File: src/inc/ufsu_pkg.sv
// Purpose: Shared constants for the frame and status unit
// Assumes: Byte offsets are relative to the I/O window base
// Notes: Dword index is the offset with the low two bits dropped
package ufsu_pkg;

    // Byte offsets of the registers in the I/O window
    localparam logic [4:0] HOST_STATUS_OFS = 5'h02;
    localparam logic [4:0] IRQ_ENABLE_OFS = 5'h04;
    localparam logic [4:0] FRAME_COUNTER_OFS = 5'h06;
    localparam logic [4:0] FRAME_LIST_BASE_OFS = 5'h08;
    localparam logic [4:0] FRAME_LENGTH_TRIM_OFS = 5'h0C;

    // Host status flag positions
    localparam int ST_XFER_INT = 0;
    localparam int ST_ERR_INT = 1;
    localparam int ST_RESUME = 2;
    localparam int ST_SYS_ERR = 3;
    localparam int ST_PROC_ERR = 4;
    localparam int ST_HALTED = 5;
    localparam int ST_WIDTH = 6;

    // Interrupt enable positions
    localparam int EN_TIMEOUT_CRC = 0;
    localparam int EN_RESUME = 1;
    localparam int EN_COMPLETE = 2;
    localparam int EN_SHORT = 3;
    localparam int EN_WIDTH = 4;

    // Frame counter and list geometry
    localparam int FRAME_NUM_WIDTH = 11;
    localparam int LIST_INDEX_WIDTH = 10;
    localparam int BASE_LSB = 12;
    localparam int TRIM_WIDTH = 7;
    localparam int XFER_LEN_WIDTH = 11;

    // Reset values
    localparam logic [ST_WIDTH-1:0] HOST_STATUS_RST = 6'h00;
    localparam logic [EN_WIDTH-1:0] IRQ_ENABLE_RST = 4'h0;
    localparam logic [FRAME_NUM_WIDTH-1:0] FRAME_COUNTER_RST = 11'h000;
    localparam logic [31-BASE_LSB:0] FRAME_LIST_BASE_RST = 20'h00000;
    localparam logic [TRIM_WIDTH-1:0] FRAME_LENGTH_TRIM_RST = 7'h40;

    // Frame length in counter clocks is this base plus the trim
    localparam logic [13:0] FRAME_LEN_BASE = 14'h2EA0;

    // Halt sequencing states
    typedef enum logic [2:0] {
        UFSU_HALTED = 3'b001,
        UFSU_RUNNING = 3'b010,
        UFSU_STOPPING = 3'b100
    } ufsu_run_state_t;

endpackage

File: src/design/ufsu_frame_timer.sv
// Purpose: Counts frame length in counter clock ticks
// Assumes: sofTick is a one-cycle strobe at the counter clock rate
// Notes: Trim is sampled only at the start of each frame
`timescale 1ns/1ps
module ufsu_frame_timer (
    // Clock and reset
    input wire logic sys_clk,
    input wire logic resetn,
    input wire logic softReset,
    // Control
    input wire logic run,
    input wire logic sofTick,
    input wire logic [ufsu_pkg::TRIM_WIDTH-1:0] trim,
    // Frame events
    output logic frameStart,
    output logic frameEnd
);

    logic [13:0] tickCount;
    logic [13:0] frameLen;
    logic active;
    logic [13:0] next_tickCount;
    wire lastTick = sofTick && (tickCount == frameLen - 14'h0001);
    wire startNow = run && !active;

    // Counter restarts from zero whenever the schedule is stopped
    always_comb begin
        next_tickCount = tickCount;
        if (!run || startNow || lastTick) begin
            next_tickCount = 14'h0000;
        end else if (sofTick) begin
            next_tickCount = tickCount + 14'h0001;
        end
    end

    always_ff @(posedge sys_clk or negedge resetn) begin
        if (!resetn) begin
            tickCount <= 14'h0000;
            active <= 1'b0;
            frameLen <= 14'h0000;
            frameStart <= 1'b0;
            frameEnd <= 1'b0;
        end else if (softReset) begin
            tickCount <= 14'h0000;
            active <= 1'b0;
            frameLen <= 14'h0000;
            frameStart <= 1'b0;
            frameEnd <= 1'b0;
        end else begin
            tickCount <= next_tickCount;
            active <= run;
            frameStart <= startNow || (run && lastTick);
            frameEnd <= run && active && lastTick;
            // New trim applies from the next frame only
            if (startNow || lastTick) begin
                frameLen <= ufsu_pkg::FRAME_LEN_BASE + {7'h00, trim};
            end
        end
    end

endmodule

File: src/design/ufsu_core.sv
// Purpose: Status flags, interrupt enables and frame timing of the host
// Assumes: I/O accesses are single-cycle strobes on a dword-wide window
// Notes: Command register lives elsewhere; run and suspend arrive as inputs
`timescale 1ns/1ps

// Behaviour
// Writing one clears a status flag
// Set halted flag once execution stops
// Process error sets flag, stops, interrupts
// System error sets flag, stops, interrupts
// Resume flag only during global suspend
// Transaction error sets error flag, maybe bit0
// Completion with interrupt request sets bit0
// Short packet with detection sets bit0
// Enabled active source raises interrupt
// Process error interrupts regardless of enables
// Disabled sources still set status flags
// Four enables: short, complete, resume, error
// Eleven-bit frame number increments each frame
// Low ten bits index the frame list
// Frame counter writes need stop, full word
// Base keeps bits 31:12, low zero
// Entry address is base plus index, aligned
// Frame length is 11936 plus trim
// Trim resets to 40h, 12000 clocks
// New trim applies from next frame
// Trim resets on controller or global reset
// Software loads base before starting run
// On stop, finish transaction then halt
// Interrupt holds while enabled flags remain
module ufsu_core (
    // Clock and reset
    input wire logic sys_clk,
    input wire logic resetn,
    input wire logic hcReset,
    input wire logic globalReset,
    // I/O register window
    input wire logic [4:2] ioAddr,
    input wire logic [3:0] ioByteEn,
    input wire logic ioWrite,
    input wire logic ioRead,
    input wire logic [31:0] ioWrData,
    output logic [31:0] ioRdData,
    output logic ioRdValid,
    // Command register state
    input wire logic runControlBit,
    input wire logic globalSuspend,
    output logic clearRunReq,
    // Schedule engine events
    input wire logic transactionBusy,
    input wire logic processErrorEvt,
    input wire logic systemErrorEvt,
    input wire logic resumeSignal,
    input wire logic xferDone,
    input wire logic xferError,
    input wire logic interruptOnComplete,
    input wire logic shortPacketDetect,
    input wire logic [ufsu_pkg::XFER_LEN_WIDTH-1:0] actualLength,
    input wire logic [ufsu_pkg::XFER_LEN_WIDTH-1:0] maxLength,
    // Frame timing
    input wire logic sofTick,
    output logic sofStrobe,
    output logic [ufsu_pkg::FRAME_NUM_WIDTH-1:0] sofFrameNumber,
    output logic [31:0] frameListAddr,
    // System interrupt
    output logic irq
);

    // Returns true when all lanes of a field are enabled
    function automatic logic lanesFull(input logic [3:0] be, input logic [3:0] need);
        lanesFull = ((be & need) == need);
    endfunction

    // Returns true when any lane of a field is enabled
    function automatic logic lanesAny(input logic [3:0] be, input logic [3:0] need);
        lanesAny = ((be & need) != 4'h0);
    endfunction

    logic [ufsu_pkg::ST_WIDTH-1:0] hostStatus;
    logic [ufsu_pkg::EN_WIDTH-1:0] irqEnable;
    logic [ufsu_pkg::FRAME_NUM_WIDTH-1:0] frameCounter;
    logic [31-ufsu_pkg::BASE_LSB:0] frameListBase;
    logic [ufsu_pkg::TRIM_WIDTH-1:0] frameLengthTrim;
    logic completeCause;
    logic shortCause;
    ufsu_pkg::ufsu_run_state_t runState;

    logic [ufsu_pkg::ST_WIDTH-1:0] next_hostStatus;
    logic next_completeCause;
    logic next_shortCause;
    ufsu_pkg::ufsu_run_state_t next_runState;
    logic [31:0] next_ioRdData;

    wire logic softReset = hcReset || globalReset;
    wire logic frameStart;
    wire logic frameEnd;

    // Address decode: each dword holds up to two registers
    wire logic selDw0 = (ioAddr == ufsu_pkg::HOST_STATUS_OFS[4:2]);
    wire logic selDw1 = (ioAddr == ufsu_pkg::IRQ_ENABLE_OFS[4:2]);
    wire logic selDw2 = (ioAddr == ufsu_pkg::FRAME_LIST_BASE_OFS[4:2]);
    wire logic selDw3 = (ioAddr == ufsu_pkg::FRAME_LENGTH_TRIM_OFS[4:2]);

    wire logic statusWr = ioWrite && selDw0 && lanesAny(ioByteEn, 4'hC);
    wire logic enableWr = ioWrite && selDw1 && lanesAny(ioByteEn, 4'h3);
    wire logic counterWr = ioWrite && selDw1 && lanesFull(ioByteEn, 4'hC);
    wire logic baseWr = ioWrite && selDw2;
    wire logic trimWr = ioWrite && selDw3 && ioByteEn[0];

    // Only bits whose byte lane is written can be cleared
    wire logic [ufsu_pkg::ST_WIDTH-1:0] clearMask =
        statusWr && ioByteEn[2] ? ioWrData[16 +: ufsu_pkg::ST_WIDTH] : '0;

    // Event decode
    wire logic shortHit = xferDone && shortPacketDetect && (actualLength < maxLength);
    wire logic iocHit = xferDone && interruptOnComplete;
    wire logic errHit = xferDone && xferError;
    wire logic resumeHit = resumeSignal && globalSuspend;
    wire logic fatalHit = processErrorEvt || systemErrorEvt;

    // Halt sequencing: a running transaction finishes before halting
    wire logic stopDone = !runControlBit && !transactionBusy;
    wire logic enterHalt = (runState != ufsu_pkg::UFSU_HALTED) &&
        (next_runState == ufsu_pkg::UFSU_HALTED);
    wire logic scheduleRun = (runState == ufsu_pkg::UFSU_RUNNING);

    always_comb begin
        next_runState = runState;
        case (runState)
            ufsu_pkg::UFSU_HALTED: begin
                if (runControlBit) begin
                    next_runState = ufsu_pkg::UFSU_RUNNING;
                end
            end
            ufsu_pkg::UFSU_RUNNING: begin
                if (stopDone) begin
                    next_runState = ufsu_pkg::UFSU_HALTED;
                end else if (!runControlBit) begin
                    next_runState = ufsu_pkg::UFSU_STOPPING;
                end
            end
            ufsu_pkg::UFSU_STOPPING: begin
                if (!transactionBusy) begin
                    next_runState = ufsu_pkg::UFSU_HALTED;
                end
            end
            default: begin
                next_runState = ufsu_pkg::UFSU_HALTED;
            end
        endcase
    end

    // Status flags: hardware set wins over a same-cycle clear
    always_comb begin
        next_hostStatus = hostStatus & ~clearMask;
        next_completeCause = completeCause;
        next_shortCause = shortCause;
        if (statusWr && ioByteEn[2] && ioWrData[16 + ufsu_pkg::ST_XFER_INT]) begin
            next_completeCause = 1'b0;
            next_shortCause = 1'b0;
        end
        if (enterHalt) begin
            next_hostStatus[ufsu_pkg::ST_HALTED] = 1'b1;
        end
        if (processErrorEvt) begin
            next_hostStatus[ufsu_pkg::ST_PROC_ERR] = 1'b1;
        end
        if (systemErrorEvt) begin
            next_hostStatus[ufsu_pkg::ST_SYS_ERR] = 1'b1;
        end
        if (resumeHit) begin
            next_hostStatus[ufsu_pkg::ST_RESUME] = 1'b1;
        end
        if (errHit) begin
            next_hostStatus[ufsu_pkg::ST_ERR_INT] = 1'b1;
        end
        if (iocHit) begin
            next_hostStatus[ufsu_pkg::ST_XFER_INT] = 1'b1;
            next_completeCause = 1'b1;
        end
        if (shortHit) begin
            next_hostStatus[ufsu_pkg::ST_XFER_INT] = 1'b1;
            next_shortCause = 1'b1;
        end
    end

    // Interrupt: enabled sources, plus fatal errors unconditionally
    wire logic enabledHit =
        (hostStatus[ufsu_pkg::ST_ERR_INT] && irqEnable[ufsu_pkg::EN_TIMEOUT_CRC]) ||
        (hostStatus[ufsu_pkg::ST_RESUME] && irqEnable[ufsu_pkg::EN_RESUME]) ||
        (completeCause && irqEnable[ufsu_pkg::EN_COMPLETE]) ||
        (shortCause && irqEnable[ufsu_pkg::EN_SHORT]);
    wire logic fatalHeld = hostStatus[ufsu_pkg::ST_PROC_ERR] ||
        hostStatus[ufsu_pkg::ST_SYS_ERR];

    // Read data mux; unmapped lanes and reserved bits read zero
    always_comb begin
        next_ioRdData = 32'h00000000;
        case (1'b1)
            selDw0: begin
                next_ioRdData[16 +: ufsu_pkg::ST_WIDTH] = hostStatus;
            end
            selDw1: begin
                next_ioRdData[ufsu_pkg::EN_WIDTH-1:0] = irqEnable;
                next_ioRdData[16 +: ufsu_pkg::FRAME_NUM_WIDTH] = frameCounter;
            end
            selDw2: begin
                next_ioRdData[31:ufsu_pkg::BASE_LSB] = frameListBase;
            end
            selDw3: begin
                next_ioRdData[ufsu_pkg::TRIM_WIDTH-1:0] = frameLengthTrim;
            end
            default: begin
                next_ioRdData = 32'h00000000;
            end
        endcase
        next_ioRdData = next_ioRdData & {{8{ioByteEn[3]}}, {8{ioByteEn[2]}},
            {8{ioByteEn[1]}}, {8{ioByteEn[0]}}};
    end

    ufsu_frame_timer frameTimer (
        .sys_clk(sys_clk),
        .resetn(resetn),
        .softReset(softReset),
        .run(scheduleRun),
        .sofTick(sofTick),
        .trim(frameLengthTrim),
        .frameStart(frameStart),
        .frameEnd(frameEnd)
    );

    // Run state; a soft reset drops straight to halted
    always_ff @(posedge sys_clk or negedge resetn) begin
        if (!resetn) begin
            runState <= ufsu_pkg::UFSU_HALTED;
        end else if (softReset) begin
            runState <= ufsu_pkg::UFSU_HALTED;
        end else begin
            runState <= next_runState;
        end
    end

    // Status flags and the two hidden causes behind bit 0
    always_ff @(posedge sys_clk or negedge resetn) begin
        if (!resetn) begin
            hostStatus <= ufsu_pkg::HOST_STATUS_RST;
            completeCause <= 1'b0;
            shortCause <= 1'b0;
        end else if (softReset) begin
            hostStatus <= ufsu_pkg::HOST_STATUS_RST;
            completeCause <= 1'b0;
            shortCause <= 1'b0;
        end else begin
            hostStatus <= next_hostStatus;
            completeCause <= next_completeCause;
            shortCause <= next_shortCause;
        end
    end

    // Interrupt enables
    always_ff @(posedge sys_clk or negedge resetn) begin
        if (!resetn) begin
            irqEnable <= ufsu_pkg::IRQ_ENABLE_RST;
        end else if (softReset) begin
            irqEnable <= ufsu_pkg::IRQ_ENABLE_RST;
        end else if (enableWr && ioByteEn[0]) begin
            irqEnable <= ioWrData[ufsu_pkg::EN_WIDTH-1:0];
        end
    end

    // Frame counter: loads only while stopped, counts at frame end
    always_ff @(posedge sys_clk or negedge resetn) begin
        if (!resetn) begin
            frameCounter <= ufsu_pkg::FRAME_COUNTER_RST;
        end else if (softReset) begin
            frameCounter <= ufsu_pkg::FRAME_COUNTER_RST;
        end else if (counterWr && !runControlBit) begin
            frameCounter <= ioWrData[16 +: ufsu_pkg::FRAME_NUM_WIDTH];
        end else if (frameEnd) begin
            frameCounter <= frameCounter + 11'h001;
        end
    end

    // Frame list base keeps only the aligned upper bits
    always_ff @(posedge sys_clk or negedge resetn) begin
        if (!resetn) begin
            frameListBase <= ufsu_pkg::FRAME_LIST_BASE_RST;
        end else if (baseWr) begin
            if (ioByteEn[3]) begin
                frameListBase[19:12] <= ioWrData[31:24];
            end
            if (ioByteEn[2]) begin
                frameListBase[11:4] <= ioWrData[23:16];
            end
            if (ioByteEn[1]) begin
                frameListBase[3:0] <= ioWrData[15:12];
            end
        end
    end

    // Frame length trim, back to default on any reset
    always_ff @(posedge sys_clk or negedge resetn) begin
        if (!resetn) begin
            frameLengthTrim <= ufsu_pkg::FRAME_LENGTH_TRIM_RST;
        end else if (softReset) begin
            frameLengthTrim <= ufsu_pkg::FRAME_LENGTH_TRIM_RST;
        end else if (trimWr) begin
            frameLengthTrim <= ioWrData[ufsu_pkg::TRIM_WIDTH-1:0];
        end
    end

    // Read answer stands one cycle; idle data is zero
    always_ff @(posedge sys_clk or negedge resetn) begin
        if (!resetn) begin
            ioRdData <= 32'h00000000;
            ioRdValid <= 1'b0;
        end else begin
            ioRdData <= ioRead ? next_ioRdData : 32'h00000000;
            ioRdValid <= ioRead;
        end
    end

    // Event and frame outputs
    always_ff @(posedge sys_clk or negedge resetn) begin
        if (!resetn) begin
            clearRunReq <= 1'b0;
            sofStrobe <= 1'b0;
            sofFrameNumber <= ufsu_pkg::FRAME_COUNTER_RST;
            frameListAddr <= 32'h00000000;
            irq <= 1'b0;
        end else begin
            clearRunReq <= fatalHit && !softReset;
            sofStrobe <= frameStart && !softReset;
            sofFrameNumber <= frameCounter;
            // Entry address: base, ten-bit index, dword aligned
            frameListAddr <= {frameListBase,
                frameCounter[ufsu_pkg::LIST_INDEX_WIDTH-1:0], 2'b00};
            irq <= !softReset && (enabledHit || fatalHeld);
        end
    end

endmodule

File: config.mk
export PLATFORM = sky130hd
export DESIGN_NAME = ufsu_core
export DESIGN_NICKNAME = d
export VERILOG_FILES = /design/src/inc/ufsu_pkg.sv /design/src/design/ufsu_frame_timer.sv /design/src/design/ufsu_core.sv
export SDC_FILE = /design/constraint.sdc
export NUM_CORES = 1
export LEC_CHECK = 0
export ABC_AREA = 1
export BUFFER_PORTS_ARGS = -buffer_cell sky130_fd_sc_hd__buf_2
export CAP_MARGIN = 40
export CELL_PAD_IN_SITES_DETAIL_PLACEMENT = 0
export CELL_PAD_IN_SITES_GLOBAL_PLACEMENT = 1
export CORE_ASPECT_RATIO = 0.5
export CORE_UTILIZATION = 40
export DETAILED_ROUTE_END_ITERATION = 6
export GPL_ROUTABILITY_DRIVEN = 0
export PLACE_DENSITY_LB_ADDON = 0.05
export SLEW_MARGIN = 20
export SYNTH_ARGS = -nofsm -noshare
export SYNTH_HDL_FRONTEND = slang
export SYNTH_SLANG_ARGS = --single-unit
File: constraint.sdc
create_clock -name sys_clk -period 2.1 [get_ports sys_clk]
set_clock_uncertainty 0.1 [all_clocks]
set_input_delay 0.105 -clock sys_clk [delete_from_list [all_inputs] [get_ports sys_clk]]
set_output_delay 0.105 -clock sys_clk [all_outputs]
set_load 0.01 [all_outputs]
---- Word level (Yosys, flattened, before mapping) ----
Index checks and enable logic that the tools add are counted.
storage, ports and cells
  output and inout port bits .............. 79
  bits in registers ....................... 161
operators by class
  mux-type cells .......................... 56
  magnitude comparators ................... 1
  bitwise operators ....................... 3
  equality and inequality tests ........... 10
  $add $sub $neg .......................... 4
  reductions and logical operators ........ 60
operators with widths
  cell                                                                  count
  14-bit 2-to-1 mux                                                     5
  4-bit 2-to-1 mux                                                      9
  11-bit 2-to-1 mux                                                     3
  32-bit bitwise AND                                                    1
  32-bit 2-to-1 mux                                                     1
  1-bit logical AND                                                     31
  5-bit 2-to-1 mux                                                      6
  6-bit 2-to-1 mux                                                      5
  3-bit 2-to-1 mux                                                      9
  1-bit 2-to-1 mux                                                      15
  14-bit by 1-bit adder with 14-bit output, second input constant       1
  14-bit by 7-bit adder with 14-bit output, first input constant        1
  14-bit == test                                                        1
  7-bit 2-to-1 mux                                                      2
  14-bit by 1-bit subtractor with 14-bit output, second input constant  1
  3-bit nonzero test                                                    4
  11-bit by 1-bit adder with 11-bit output, second input constant       1
  1-bit logical OR                                                      11
  11-bit less-than comparator                                           1
  3-bit by 1-bit == test with 1-bit output, second input constant       3
  3-bit by 2-bit == test with 1-bit output, second input constant       3
  3-bit case mux with 3 select lines                                    1
  4-bit nonzero test                                                    2
  6-bit bitwise AND                                                     1
  8 further kinds                                                       16

---- Logic depth before layout (Yosys ltp) ----
  word-level depth ........................ 10
  mapped depth ............................ 16
  gate-level depth less buffers ........... 16

---- Hierarchy ----
A second synthesis with hierarchy kept.
unflattened totals
  cell total of the unflattened synthesis .. 876
  area, all modules ....................... 7254.5 sq um
modules (own cells, without submodules)
  module            seq. area each (sq um)  cells an instance  instances  area each (sq um)
  ufsu_core         2880.3                  550                1          5079.9
  ufsu_frame_timer  675.6                   326                1          2174.6

---- Worst setup path before layout ----
Ideal clock, no wire load.
  path type ............................... register to register
  from .................................... register frameTimer.frameLen[0]
  to ...................................... register frameTimer.frameLen[0]
  required time ........................... 1882 ps
  library setup time ...................... 118 ps
  buffers on the path ..................... 1
  clock period less this slack ............ 1924 ps
  arrival time ............................ 1706 ps
  setup slack ............................. 176 ps
  stages on the path, launching flop included .. 15
  cell sequence ........................... dfrtp_1 -> inv_1 -> ha_1 -> nand2_1 -> nor2_2 -> nand2_1 -> nand2_1 -> nand2_1 -> nor2_1 -> nand3_1 -> nor2_2 -> nand2_4 -> buf_6 -> nand4_1 -> nand2_1
on the way
  longest elaborated chain between the ends .. 5
RTL lines
  element                                        line                    source
  start, declared                                ufsu_frame_timer.sv:20  logic [13:0] frameLen;
  start signal, assigned                         ufsu_frame_timer.sv:56  frameLen <= ufsu_pkg::FRAME_LEN_BASE + {7'h00, trim};
  14-bit by 1-bit subtractor with 14-bit output  ufsu_frame_timer.sv:23  wire lastTick = sofTick && (tickCount == frameLen - 14'h0001);
  14-bit == test                                 ufsu_frame_timer.sv:23
  1-bit logical AND                              ufsu_frame_timer.sv:23
  1-bit logical OR                               ufsu_frame_timer.sv:55  if (startNow || lastTick) begin
  2-bit nonzero test (no line)                   n/a
Every way passes these cells.
A chain may end at the register's enable or synchronous reset.

---- Worst setup path after layout ----
  from .................................... register frameTimer.frameLen[5]
  to ...................................... register frameTimer.frameLen[4]
Same word-level chain as after synthesis.

==> key figures <==
Die
  – Die area: 0.0176 sq mm
  – Die Y: 94.2 microns
  – Total I/O pin count: approximately 160
  – Initial Util: 0.412
  – Site row count: 33
  – Core area: between 0.015 and 0.02 sq mm
  – Die W: 186 microns

Final layout
  – Share of layout cells above drive strength 1: 0.284
  – Layout area overhead: 34.7%
  – Nets: around 1100
  – Final Instance Count excl. Fillers: ~1200
  – Design Area, Final: slightly above 0.009 sq mm
  – Fin util: 0.555
  – Ant diodes: 0

Power
  – Total Power: a little over 7 mW
  – VDD IR-drop max: between 0.5 and 0.6 mV
  – Pleak: between 4 and 5 nW
  – PwrDens: roughly 770 mW/mm^2

Yosys
  – Post-synthesis cell count: ~770
  – Flops & latches, synth: 142
  – Avg Cell Area, Syn: slightly below 9 sq um
  – Yosys warnings: 0
  – Share of the synthesized area in the top cell type: 0.515
  – Mapped cell area: 0.00681 sq mm
  – Area leader, netlist: dfrtp_1
  – Synth top area cells: dfrtp_1, nand2_1, inv_1, nor2_1, nand3_1
  – Number of synthesized flops with an enable pin: 0
  – Netlist cell types: 42
  – Async S/R FF share, synth: 1.00
  – Ys flop type: dfrtp_1
  – Sequential area share after synthesis: 0.523

Drt
  – Iteration-0 DRC Markers: ~210
  – Vias/cell: roughly 4.8
  – TritonRoute pass-1 iters: 5
  – Post-detailed-route DRC marker count: 0
  – Highest metal used: met4
  – Metal3 WL: about 720 microns
  – ANT nets after route: 0
  – Routed wire length: between 15000 and 20000 microns
  – Wire length per cell: 14.7 microns
  – Metal2 WL: 8740 microns
  – M1 WL: 8380 microns
  – Via count: 5887

Placement
  – Port-buffer cells: 144
  – Cell total after placement: 1138
  – Placed instance area: around 0.008 sq mm
  – Dpl ws: between 0.03 and 0.04 ns
  – Hpwl dp: 12600 microns

Global route
  – Grt total ovfl: 0
  – Vias in the first global route: roughly 5700
  – GR Util All Layers: 0.215
  – Initial antenna violation count: 0
  – Largest net degree at the start of global routing: 64
  – First-pass GRT wire length: between 20000 and 30000 microns

Timing
  – Min Clock Period, post-route: 2.01 ns
  – Final hold viol count: 0
  – Setup violators final: 0
  – Worst Setup Slack, final: roughly 0.086 ns
  – Period utilization: 0.959
  – F_max: approximately 0.5 GHz
  – Unrepaired setup endpoints after global routing: yes
  – Relative slew slack: 0.626
  – Measured slew at the worst slew-check pin: approximately 0.55 ns
  – Fin. max-slew vios: 0

Clock tree
  – Htree depth: 4
  – Clock Latency Late Sink: between 0.4 and 0.5 ns
  – CTS tree: built
  – TritonCTS buffer count: 17
  – Clock Path Buffers: 2
  – Sink Count: 142
  – Root Driver: clkbuf_16
  – Clock Pin Slew Worst Setup and Hold Paths: about 0.06 ns

Status
  – Status: completed

Setup path
  – Setup CP Type: flop to flop
  – CP endpoint kind: flop
  – CP max FO: 8
  – CP startpoint kind: flop
  – CP arrival: about 2.3 ns
  – WP data required: about 2.4 ns

Flow run
  – Max Cap Viol: 0

Min path
  – Hold crit path type: primary input to asynchronous set/reset pin
[through the flow]
step | hold slack [ns] | TNS, ns
finish | 0.0605 | 0
global route | 0.0831 | -0.704
CTS | 0.0716 | 0
floorplan | -0.291 | 0
detailed placement | -0.0574 | 0
global placement | -0.0567 | 0
[cell usage after synthesis, types with 4 or more instances]
cell	instances
o21ai_1	19
buf_4	17
nand2_1	170
nand4_1	17
nand3_1	51
xnor2_1	6
xor2_1	8
nor3_1	13
ha_1	14
nand3_2	12
o22ai_1	4
nor2_1	69
inv_2	10
a221oi_1	4
a21oi_1	21
o21ai_0	39
a22oi_1	4
mux2_2	12
dfrtp_1	140
clkbuf_1	10
nor2_2	10
buf_2	4
inv_1	85
a211oi_1	11
[critical path: stages, from the launching register on]
cell     delay (ns)
dfrtp_2        0.44
nor2_1         0.18
nand2_1        0.12
o21ai_4        0.21
nand2_1        0.08
nand2_1        0.09
nand3_1        0.13
nor2_4         0.19
nand2_4        0.14
nand2_8        0.12
nand3_1        0.07
nand2_1        0.08
[metal layers]
layer / vias up / track usage
met5: - / 0
met4: 0 / 0.0635
met3: 17 / 0.0452
met2: 119 / 0.362
met1: 2815 / 0.280
li1: 2936 / -
[power by group]
part,internal [mW],leakage [nW],switching (mW)
Combinational,0.321,2.47,0.391
Clock,2.10,0.314,1.21
Sequential,2.94,1.90,0.105
[cell type report]
class                   instances  area (sq um)
inverters                      95           357
fillers                      1588          7350
multi-input cells             510          2860
well taps                     227           284
flip-flops and latches        142          3560
clock buffers                  17           425
clock inverters                13           213
repair buffers                221          1460
[cell families after synthesis]
group / Yosys count / share of synthesized area
multiplexers: 15 / 0.0246
flip-flops: 142 / 0.523
AND/OR/NAND/NOR: 349 / 0.231
XOR/XNOR: 14 / 0.0180
AO/OA/AOI/OAI: 110 / 0.0938
adder cells (fa/ha/maj): 14 / 0.0257
buffers and inverters: 129 / 0.0835
other: 1 / 0.000551
[flip-flops by register name, indices dropped and copies added, names as in the netlist, 3 cells and up]
register,flops
runState,3
frameListBase,20
frameTimer.frameLen,10
frameListAddr,20
sofFrameNumber,11
hostStatus,6
ioRdData,27
frameTimer.tickCount,14
frameLengthTrim,7
irqEnable,4
frameCounter,11
[final timing paths]
path | start | to | slack (ns) | depth (start not counted)
worst max-delay path | frameTimer.frameLen[5] | frameTimer.frameLen[4] | 0.09 | 11
worst min-delay path | resetn | frameTimer.frameLen[7] | 0.06 | 2
worst max register to register | frameTimer.frameLen[5] | frameTimer.frameLen[4] | 0.09 | 11
worst min register to register | frameListBase[1] | frameListAddr[13] | 0.30 | 0
max in group asynchronous | resetn | frameListBase[16] | 1.18 | 3
min in group sys_clk | hcReset | completeCause | 0.07 | 4
[layout by cell type (no fill, tap or decap), drive strengths merged, types with 14 or more instances in the layout]
master       count
a21oi           21
buf            169
clkbuf          17
dfrtp          140
dlygate4sd3     52
ha              14
inv             97
mux2            14
nand2          173
nand3           63
nand4           17
nor2            79
nor3            14
o21ai           59
[repair_timing]
item                                    4_1_cts  5_1_grt
endpoints found under the setup margin        0       27
resized for setup                             0       44
hold buffers                                 52        0
endpoints found under the hold margin       206        0
buffers inserted                              0        4
Power figures use the tool's default switching activity.
